$ cat config.mk
export PLATFORM = sky130hd
export DESIGN_NAME = arllr_core
export DESIGN_NICKNAME = d
export VERILOG_FILES = /design/src/arllr_pkg.sv /design/src/arllr_core.sv /design/src/arllr_fifo_mem.sv
export SDC_FILE = /design/constraint.sdc
export NUM_CORES = 2
export LEC_CHECK = 0
export ABC_CLOCK_PERIOD_IN_PS = 17700
export CORE_MARGIN = 5
export CORE_UTILIZATION = 58
export CTS_CLUSTER_DIAMETER = 40
export DETAILED_ROUTE_END_ITERATION = 10
export DONT_BUFFER_PORTS = 1
export GPL_TIMING_DRIVEN = 1
export PLACE_DENSITY = 0.74
export SYNTH_ARGS = -nofsm -noshare
export SYNTH_HDL_FRONTEND = slang
export SYNTH_HIERARCHICAL = 1
export SYNTH_SLANG_ARGS = --single-unit
export TNS_END_PERCENT = 50
$ cat constraint.sdc
create_clock -name ref_clk -period 17.7 [get_ports ref_clk]
set_input_delay 3.54 -clock ref_clk [delete_from_list [all_inputs] [get_ports ref_clk]]
set_output_delay 3.54 -clock ref_clk [all_outputs]
set_load 0.1 [all_outputs]
$ cat src/arllr_pkg.sv
// shared constants and types for the receiver label, loopback and reset block
package arllr_pkg;
  localparam int NCH = 8;
  localparam int WBITS = 32;
  localparam int FDEPTH = 4;
  localparam int FAW = 2;
  localparam int NLBL = 16;
  localparam int LAW = 4;
  typedef logic [2:0] arllr_ch_t;
  typedef logic [31:0] arllr_word_t;
  typedef logic [7:0] arllr_byte_t;
  typedef logic [3:0] arllr_lidx_t;
  typedef logic [FAW-1:0] arllr_ptr_t;
  typedef logic [2:0] arllr_cnt_t;
  typedef logic [6:0] arllr_tick_t;
  typedef logic [4:0] arllr_bit_t;
  // control register field positions
  localparam int CF_LOW_SPEED = 0;
  localparam int CF_LABEL_FILTER = 1;
  localparam int CF_CHAN_RESET = 2;
  localparam int CF_LOOP_N = 3;
  localparam int CF_PAIR_EN = 4;
  localparam int CF_MATCH10 = 5;
  localparam int CF_MATCH9 = 6;
  localparam int CF_LABEL_REV = 7;
  // word field positions
  localparam int WF_LABEL_LSB = 0;
  localparam int WF_LABEL_MSB = 7;
  localparam int WF_BIT9 = 8;
  localparam int WF_BIT10 = 9;
  localparam int WF_PARITY = 31;
  localparam logic [7:0] CTRL_RESET_VAL = 8'h00;
  localparam arllr_cnt_t FIFO_FULL_CNT = 3'h4;
  localparam arllr_bit_t LAST_BIT = 5'h1f;
  localparam arllr_bit_t GAP_LAST_BIT = 5'h03;
  // bit timing in 1 us reference ticks: one half high, one half null
  localparam arllr_tick_t HS_BIT_TICKS = 7'h0a;
  localparam arllr_tick_t HS_HALF_TICKS = 7'h05;
  localparam arllr_tick_t LS_BIT_TICKS = 7'h50;
  localparam arllr_tick_t LS_HALF_TICKS = 7'h28;
  typedef enum logic [1:0] {TX_IDLE, TX_BIT, TX_GAP} arllr_tx_e;
endpackage

$ cat src/arllr_core.sv
// label filter, loopback transmitter, fifos and resets for eight receive channels
`timescale 1ns/1ps
// Operation
// - with filtering on, words whose label misses the table are dropped; word_complete_strobe still pulses.
// - label zero compares like any other label value.
// - table compare ignores bit-reverse; loaded byte msb is label msb.
// - filter enable clear means every label is accepted.
// - label table entries of a selected channel are returned on request.
// - loopback per channel, active when loopback_select_n is zero.
// - host loads 32-bit test word with high or low speed; device sends at it.
// - after load the word is shifted out and offered to all eight channels.
// - loopback channel with matching speed treats test word like a bus word.
// - channel without loopback ignores test word and keeps its external input.
// - test word always drives tx outputs: null both low, one/zero on own pin.
// - first bit shifted in, the word lsb, is the first bit sent.
// - master reset aborts reception, empties all fifos and clears their flags.
// - master reset leaves control registers and label tables untouched.
// - master reset comes from the reset pin or the reset command.
// - any control register write clears that channel's label table.
// - channel reset bit set clears and disables the channel until cleared.
// - word stored only if it passes label and enabled bit 10/9 matching.
// - four-word fifo; when full a new word overwrites the newest one.
// - stored words are returned on the per-channel fifo read request.
// - bit 32 is replaced by parity flag, 0 for odd and 1 for even.
module arllr_core (
  input wire logic ref_clk,
  input wire logic nrst,
  input wire logic ref_1mhz_in,
  input wire logic master_reset_pin,
  input wire logic master_reset_cmd,
  input wire logic ctrl_wr,
  input wire arllr_pkg::arllr_ch_t ctrl_ch,
  input wire arllr_pkg::arllr_byte_t ctrl_wdata,
  input wire logic label_wr,
  input wire logic label_rd,
  input wire arllr_pkg::arllr_ch_t label_ch,
  input wire arllr_pkg::arllr_lidx_t label_idx,
  input wire arllr_pkg::arllr_byte_t label_byte,
  output arllr_pkg::arllr_byte_t label_rdata,
  output logic label_rvalid,
  input wire logic fifo_rd,
  input wire arllr_pkg::arllr_ch_t fifo_ch,
  output arllr_pkg::arllr_word_t fifo_rdata,
  output logic fifo_rvalid,
  input wire logic tx_load,
  input wire logic tx_low_speed,
  input wire arllr_pkg::arllr_word_t tx_word,
  output logic tx_busy,
  output logic tx_one_out,
  output logic tx_zero_out,
  input wire logic [arllr_pkg::NCH-1:0] ext_word_valid,
  input wire logic [arllr_pkg::NCH*arllr_pkg::WBITS-1:0] ext_word,
  output logic [arllr_pkg::NCH-1:0] word_complete_strobe,
  output logic [arllr_pkg::NCH-1:0] fifo_empty,
  output logic [arllr_pkg::NCH-1:0] fifo_full
);
  import arllr_pkg::*;

  // synchronisers for the reference clock and reset pin
  logic ref_s1_r;
  logic ref_s2_r;
  logic ref_s3_r;
  logic mrp_s1_r;
  logic mrp_s2_r;
  wire ref_tick = ref_s2_r & ~ref_s3_r;
  wire mr_all = mrp_s2_r | master_reset_cmd;

  always_ff @(posedge ref_clk) begin
    if (!nrst) begin
      ref_s1_r <= 1'b0;
      ref_s2_r <= 1'b0;
      ref_s3_r <= 1'b0;
      mrp_s1_r <= 1'b0;
      mrp_s2_r <= 1'b0;
    end else begin
      ref_s1_r <= ref_1mhz_in;
      ref_s2_r <= ref_s1_r;
      ref_s3_r <= ref_s2_r;
      mrp_s1_r <= master_reset_pin;
      mrp_s2_r <= mrp_s1_r;
    end
  end

  // transmit register
  arllr_tx_e tx_state_r;
  arllr_word_t tx_shift_r;
  logic tx_low_r;
  arllr_tick_t tick_cnt_r;
  arllr_bit_t bit_cnt_r;
  arllr_word_t loop_shift_r;
  logic loop_armed_r;
  logic loop_valid_r;
  logic tx_one_r;
  logic tx_zero_r;

  wire arllr_tick_t bit_ticks = tx_low_r ? LS_BIT_TICKS : HS_BIT_TICKS;
  wire arllr_tick_t half_ticks = tx_low_r ? LS_HALF_TICKS : HS_HALF_TICKS;
  wire bit_end = ref_tick && (tick_cnt_r == bit_ticks - 7'h01);
  wire in_bit = tx_state_r == TX_BIT;
  wire high_half = in_bit && (tick_cnt_r < half_ticks);
  wire word_end = in_bit && bit_end && (bit_cnt_r == LAST_BIT);

  always_ff @(posedge ref_clk) begin
    if (!nrst) begin
      tx_state_r <= TX_IDLE;
      tx_shift_r <= '0;
      tx_low_r <= 1'b0;
      tick_cnt_r <= '0;
      bit_cnt_r <= '0;
    end else if (tx_load) begin
      tx_state_r <= TX_BIT;
      tx_shift_r <= tx_word;
      tx_low_r <= tx_low_speed;
      tick_cnt_r <= '0;
      bit_cnt_r <= '0;
    end else if (ref_tick && tx_state_r != TX_IDLE) begin
      if (bit_end) begin
        tick_cnt_r <= '0;
        case (tx_state_r)
          TX_BIT: begin
            tx_shift_r <= {1'b0, tx_shift_r[WBITS-1:1]};
            bit_cnt_r <= (bit_cnt_r == LAST_BIT) ? 5'h00 : bit_cnt_r + 5'h01;
            if (bit_cnt_r == LAST_BIT) begin
              tx_state_r <= TX_GAP;
            end
          end
          TX_GAP: begin
            bit_cnt_r <= bit_cnt_r + 5'h01;
            if (bit_cnt_r == GAP_LAST_BIT) begin
              tx_state_r <= TX_IDLE;
            end
          end
          default: tx_state_r <= TX_IDLE;
        endcase
      end else begin
        tick_cnt_r <= tick_cnt_r + 7'h01;
      end
    end
  end

  always_ff @(posedge ref_clk) begin
    if (!nrst) begin
      tx_one_r <= 1'b0;
      tx_zero_r <= 1'b0;
    end else begin
      tx_one_r <= high_half && tx_shift_r[0];
      tx_zero_r <= high_half && !tx_shift_r[0];
    end
  end

  always_ff @(posedge ref_clk) begin
    if (!nrst) begin
      loop_shift_r <= '0;
      loop_armed_r <= 1'b0;
      loop_valid_r <= 1'b0;
    end else begin
      if (in_bit && ref_tick && tick_cnt_r == 7'h00) begin
        loop_shift_r <= {tx_shift_r[0], loop_shift_r[WBITS-1:1]};
      end
      if (tx_load) begin
        loop_armed_r <= 1'b1;
      end else if (mr_all || word_end) begin
        loop_armed_r <= 1'b0;
      end
      loop_valid_r <= word_end && loop_armed_r && !mr_all && !tx_load;
    end
  end

  assign tx_busy = tx_state_r != TX_IDLE;
  assign tx_one_out = tx_one_r;
  assign tx_zero_out = tx_zero_r;

  // per-channel logic
  logic [NCH*WBITS-1:0] mem_rd_w;
  logic [NCH*8-1:0] lbl_rd_w;

  genvar ch;
  genvar e;
  generate
    for (ch = 0; ch < NCH; ch = ch + 1) begin : g_ch
      logic [7:0] ctrl_r;
      arllr_byte_t lbl_r [NLBL];
      logic [NLBL-1:0] lbl_v_r;
      logic [NLBL-1:0] lbl_hit;
      arllr_ptr_t wptr_r;
      arllr_ptr_t rptr_r;
      arllr_cnt_t cnt_r;

      wire sel_ctrl = ctrl_wr && (ctrl_ch == arllr_ch_t'(ch));
      wire sel_lbl = label_wr && (label_ch == arllr_ch_t'(ch));
      wire loop_on = !ctrl_r[CF_LOOP_N];
      wire enabled = !ctrl_r[CF_CHAN_RESET];
      wire speed_ok = ctrl_r[CF_LOW_SPEED] == tx_low_r;
      wire in_valid = loop_on ? (loop_valid_r && speed_ok) : ext_word_valid[ch];
      wire arllr_word_t in_word = loop_on ? loop_shift_r : ext_word[ch*WBITS +: WBITS];
      wire arllr_byte_t in_label = in_word[WF_LABEL_MSB:WF_LABEL_LSB];

      always_ff @(posedge ref_clk) begin
        if (!nrst) begin
          ctrl_r <= CTRL_RESET_VAL;
        end else if (sel_ctrl) begin
          ctrl_r <= ctrl_wdata;
        end
      end

      always_ff @(posedge ref_clk) begin
        if (!nrst || sel_ctrl) begin
          lbl_v_r <= '0;
        end else if (sel_lbl) begin
          lbl_v_r[label_idx] <= 1'b1;
        end
      end

      // stored byte msb is label msb
      always_ff @(posedge ref_clk) begin
        if (sel_lbl) begin
          lbl_r[label_idx] <= label_byte;
        end
      end

      for (e = 0; e < NLBL; e = e + 1) begin : g_lbl
        assign lbl_hit[e] = lbl_v_r[e] && (lbl_r[e] == in_label);
      end

      assign lbl_rd_w[ch*8 +: 8] = lbl_v_r[label_idx] ? lbl_r[label_idx] : 8'h00;

      wire label_ok = !ctrl_r[CF_LABEL_FILTER] || (|lbl_hit);
      wire pair_ok = !ctrl_r[CF_PAIR_EN] ||
                     ((in_word[WF_BIT10] == ctrl_r[CF_MATCH10]) && (in_word[WF_BIT9] == ctrl_r[CF_MATCH9]));
      wire got_word = in_valid && enabled && !mr_all && !sel_ctrl;
      wire accept = got_word && label_ok && pair_ok;
      assign word_complete_strobe[ch] = got_word;

      wire arllr_byte_t rev_label = {<<{in_label}};
      wire arllr_byte_t out_label = ctrl_r[CF_LABEL_REV] ? rev_label : in_label;
      wire arllr_word_t store_word = {~(^in_word), in_word[WF_PARITY-1:WF_LABEL_MSB+1], out_label};

      wire full = cnt_r == FIFO_FULL_CNT;
      wire rd = fifo_rd && (fifo_ch == arllr_ch_t'(ch)) && (cnt_r != 3'h0);
      wire overwrite = full && !rd;
      wire inc = accept && !overwrite;
      wire arllr_ptr_t wr_addr = overwrite ? wptr_r - 2'h1 : wptr_r;
      wire grow = inc && !rd;
      wire shrink = rd && !inc;
      wire arllr_cnt_t cnt_nxt = grow ? cnt_r + 3'h1 : (shrink ? cnt_r - 3'h1 : cnt_r);
      wire clr = mr_all || !enabled || sel_ctrl;

      always_ff @(posedge ref_clk) begin
        if (!nrst || clr) begin
          wptr_r <= '0;
          rptr_r <= '0;
          cnt_r <= '0;
        end else begin
          if (inc) begin
            wptr_r <= wptr_r + 2'h1;
          end
          if (rd) begin
            rptr_r <= rptr_r + 2'h1;
          end
          cnt_r <= cnt_nxt;
        end
      end

      arllr_fifo_mem u_mem (
        .ref_clk(ref_clk),
        .wr_en(accept),
        .wr_addr(wr_addr),
        .wr_data(store_word),
        .rd_en(rd),
        .rd_addr(rptr_r),
        .rd_data(mem_rd_w[ch*WBITS +: WBITS])
      );

      assign fifo_empty[ch] = cnt_r == 3'h0;
      assign fifo_full[ch] = full;
    end
  endgenerate

  // read return path
  arllr_ch_t rd_ch_r;
  logic rd_pend_r;
  arllr_word_t fifo_rdata_r;
  logic fifo_rvalid_r;
  arllr_byte_t label_rdata_r;
  logic label_rvalid_r;

  always_ff @(posedge ref_clk) begin
    if (!nrst) begin
      rd_ch_r <= '0;
      rd_pend_r <= 1'b0;
      fifo_rdata_r <= '0;
      fifo_rvalid_r <= 1'b0;
      label_rdata_r <= '0;
      label_rvalid_r <= 1'b0;
    end else begin
      rd_pend_r <= fifo_rd;
      if (fifo_rd) begin
        rd_ch_r <= fifo_ch;
      end
      fifo_rvalid_r <= rd_pend_r;
      if (rd_pend_r) begin
        fifo_rdata_r <= mem_rd_w[rd_ch_r*WBITS +: WBITS];
      end
      label_rvalid_r <= label_rd;
      if (label_rd) begin
        label_rdata_r <= lbl_rd_w[label_ch*8 +: 8];
      end
    end
  end

  assign fifo_rdata = fifo_rdata_r;
  assign fifo_rvalid = fifo_rvalid_r;
  assign label_rdata = label_rdata_r;
  assign label_rvalid = label_rvalid_r;
endmodule // arllr_core

$ cat src/arllr_fifo_mem.sv
// four-word receive fifo storage with registered read data
`timescale 1ns/1ps
module arllr_fifo_mem (
  input wire logic ref_clk,
  input wire logic wr_en,
  input wire arllr_pkg::arllr_ptr_t wr_addr,
  input wire arllr_pkg::arllr_word_t wr_data,
  input wire logic rd_en,
  input wire arllr_pkg::arllr_ptr_t rd_addr,
  output arllr_pkg::arllr_word_t rd_data
);
  import arllr_pkg::*;
  arllr_word_t mem_r [FDEPTH];
  arllr_word_t rd_data_r;

  always_ff @(posedge ref_clk) begin
    if (wr_en) begin
      mem_r[wr_addr] <= wr_data;
    end
  end

  always_ff @(posedge ref_clk) begin
    if (rd_en) begin
      rd_data_r <= mem_r[rd_addr];
    end
  end

  assign rd_data = rd_data_r;
endmodule // arllr_fifo_mem

==> summary.md <==
| Metric | Value |
|---|---|
| Clock Tree Buf Depth | `4` |
| Synthesized area | `~0.12 sq mm` |
| TritonCTS buffer count | `381` |
| Final Cycle Share | `around 50%` |
| Flop-to-flop setup slack | `about 12000 ps` |
| Critical Path Start Type | `input port` |
| P per Cell Area | `around 110 mW/mm^2` |
| Post-CTS setup buffer count | `0` |
| Synth area leaders | `edfxtp_1, mux4_2, xnor2_1` |
| Outcome | `finished, final reports clean` |
| Main synth FF type | `edfxtp_1` |
| Total wire length | `approximately 360000 um` |
| Pre-CTS WS | `8740 ps` |
| Crit. End Element | `primary output` |
| Netlist cell types | `66` |
| Setup ws final | `around 9000 ps` |
| Ys Warns | `6` |
| Leak Pwr | `approximately 44 nW` |
| Global-route wire length before repair | `approximately 510000 um` |
| Critical path class | `input port to primary output` |
| EDFF count, synth | `roughly 2300` |
| Number of global-route vias before repair | `around 71000` |
| Final hold violations | `0` |
| Residual DRC count | `0` |
| Top-area cell type share of the netlist area | `56.8%` |
| Layout cells sized above 1 | `22.5%` |
| Syn avg cell area | `around 16 sq um` |
| Grt total ovfl | `0` |
| Min cycle time layout | `~9000 ps` |
| Worst EP required | `14160 ps` |
| Worst path arrival time | `between 5000 and 6000 ps` |
| Die W | `~470 um` |
| TritonRoute pass-1 iters | `6` |
| Relative max-transition margin | `8.76%` |
| Max Cap Violations | `0` |
| Setup crit start | `ctrl_wr` |
| Critical Path Fanout Max | `10` |
| Setup Skew | `approximately 71 ps` |
| Area grow syn2layout | `13.1%` |
| Cell taking the most area after synthesis | `edfxtp_1` |
| Die height | `~470 um` |
| Setup TNS | `0 ps` |
| Type of the worst min-delay path | `register to register` |
| Antenna violations before repair | `between 50 and 60` |
| Achievable Freq | `~0.11 GHz` |
| Gr usage total | `about a third` |
| I/O pin count | `405` |
| Syn Nets | `7811` |
| Peak VDD IR | `0.0878 mV` |
| Cells after DPL | `about 9900` |
| Worst Reg2Reg Path Length in Cells | `16` |
| Synth Register Bits | `roughly 2700` |
| CTS tree | `built` |
| Post-DRT Antenna Nets | `0` |
| Worst R2R Start | `g_ch[1].ctrl_r[3]$_SDFFE_PN0P_` |
| HPWL Detailed | `around 240000 um` |
| Reg2reg end | `g_ch[1].cnt_r[2]$_SDFFE_PP0P_` |
| CTS resizes | `0` |
| Tightest Pin Transition | `around 1400 ps` |
| Total power | `around 15 mW` |
| DRT iter0 DRCs | `between 9000 and 10000` |
| Seq/Total Area, Yosys | `around 63%` |
| Die footprint | `roughly 0.22 sq mm` |
| Routability congestion estimate | `~0.94` |
| Via Count | `70000` |
| Via density | `around 6.6` |
| Worst skew pair latency | `approximately 970 ps` |
| Asr flop ratio synth | `0%` |
| Mapped Cells | `around 7400` |
| Core Rows | `between 150 and 200` |
| Layout Nets | `approximately 8000` |
| Initial Util | `58.2%` |
| CTS root buf | `clkbuf_16` |
| Crit path to | `word_complete_strobe[4]` |
| H-tree depth | `5` |
| Core Area | `between 0.2 and 0.25 sq mm` |
| Hold Buf Count CTS | `0` |
| Routed len/inst | `34.0 um` |
| Final setup viols | `0` |
| Final std cells w/o fill | `about 11000` |
| Port Buffers | `0` |
| Clock-pin transition on the worst setup and hold timing paths | `roughly 60 ps` |
| Clock sinks | `between 2000 and 3000` |
| RSZ-0062 raised after global routing | `false` |
| Slew Viols, Final | `0` |
| Largest net degree at the start of global routing | `~300` |
logic make-up after synthesis:
family          count (synthesis)  share of synthesized area (%)
flops                        2686                           63.1
mux                          1078                           16.0
compound gates                296                           1.78
simple gates                 1562                           6.10
buf+inv                       517                           2.68
xor+xnor                     1284                           10.1
fa+ha+maj                      26                          0.316
worst min path at each step:
| stage | start | depth (start not counted) | to | slack [ps] |
|---|---|---|---|---|
| floorplan | mrp_s1_r$_SDFF_PN0_ | 1 | mrp_s2_r$_SDFF_PN0_ | 410 |
| global placement | mrp_s1_r$_SDFF_PN0_ | 1 | mrp_s2_r$_SDFF_PN0_ | 420 |
| detailed placement | ref_s1_r$_SDFF_PN0_ | 1 | ref_s2_r$_SDFF_PN0_ | 440 |
| CTS | loop_armed_r$_SDFFE_PN0P_ | 2 | loop_valid_r$_SDFF_PN0_ | 440 |
| global route | ref_s1_r$_SDFF_PN0_ | 1 | ref_s2_r$_SDFF_PN0_ | 450 |
| finish | ref_s1_r$_SDFF_PN0_ | 1 | ref_s2_r$_SDFF_PN0_ | 440 |
sequential cells by signal, indices dropped and copies added, names as in the netlist, 2 cells and up:
name,count
label_rdata,8
fifo_rdata,32
tick_cnt_r,7
g_ch.u_mem/mem_r,1024
g_ch.u_mem/rd_data,256
tx_shift_r,32
tx_state_r,2
rd_ch_r,3
g_ch.lbl_v_r,128
loop_shift_r,32
bit_cnt_r,5
g_ch.lbl_r,1024
g_ch.wptr_r,16
g_ch.rptr_r,16
g_ch.ctrl_r,64
g_ch.cnt_r,24
worst max-delay path, cell delays in order:
cell     delay, ps
nand2_1         90
nor3_2         800
nor2_1         290
nand3_1        180
inv_1          490
cell usage after synthesis (all sizes together), types with 7 or more instances:
master and number:
a211oi 8, a21boi 97, a21oi 22, a22oi 16, and2 53, and3 15
and3b 17, buf 331, clkbuf 137, dfxtp 382, edfxtp 2304, fa 8
ha 18, inv 48, mux2 168, mux2i 238, mux4 672, nand2 375
nand2b 26, nand3 118, nand4 140, nor2 482, nor2b 35, nor3 120
nor3b 17, nor4 146, o211a 32, o211ai 8, o21ai 60, o31ai 8
o41ai 14, or4 7, xnor2 931, xnor3 64, xor2 281, xor3 8
power breakdown:
group / switching (mW) / internal [mW]
clock: 2.98 / 4.66
sequential: 0.0685 / 6.86
combinational: 0.218 / 0.194
total: 3.27 / 11.7
metal layers:
layer	vias to the layer above	part of all wire [%]	global-route usage, %
met5	-	0.058	0
met4	32	8.0	21.5
met3	1009	11	8.94
met2	4309	47	51.5
met1	35900	34	40.7
li1	28800	-	-
placed cells by master, fill, tap and decap left out, types with 20 or more instances in the layout:
master,instances
clkinv_1,21
nand4_1,140
xnor3_1,64
clkbuf_1,35
mux2_2,168
o211a_1,32
inv_6,60
nand2b_1,26
nor2_1,474
clkinv_4,46
a21boi_0,97
mux2i_1,169
mux2i_4,64
xor2_1,281
dfxtp_2,23
mux4_1,20
clkinv_2,32
xnor2_1,931
clkinvlp_4,38
nor3_1,109
clkbuf_16,386
edfxtp_1,2304
dfxtp_1,356
a21oi_1,22
diode_2,39
inv_1,48
nor4_1,140
nor2b_1,34
nand2_1,374
bufinv_16,38
nand3_1,118
and2_1,53
o21ai_0,60
buf_4,148
mux4_2,651
final cells by class:
class / instances / area [sq um]
Antenna cell: 39 / 97.6
Clock buffer: 431 / 9930
Clock inverter: 258 / 2890
Fill cell: 13800 / 71600
Inverter: 48 / 180
Multi-Input combinational cell: 4246 / 42800
Sequential cell: 2686 / 76900
Tap cell: 2805 / 3510
Timing Repair Buffer: 164 / 1550
stage by stage:
stage                     instance area, sq um  hold WS [ps]  util, %
after floorplan                         122000           412        -
after global placement                  125000           424     59.6
after detailed placement                125000           437     59.6
after CTS                               138000           437     65.8
after global routing                    138000           453     65.8
final                                   138000           442     65.8
No activity file was read; power rests on OpenSTA's default activity.
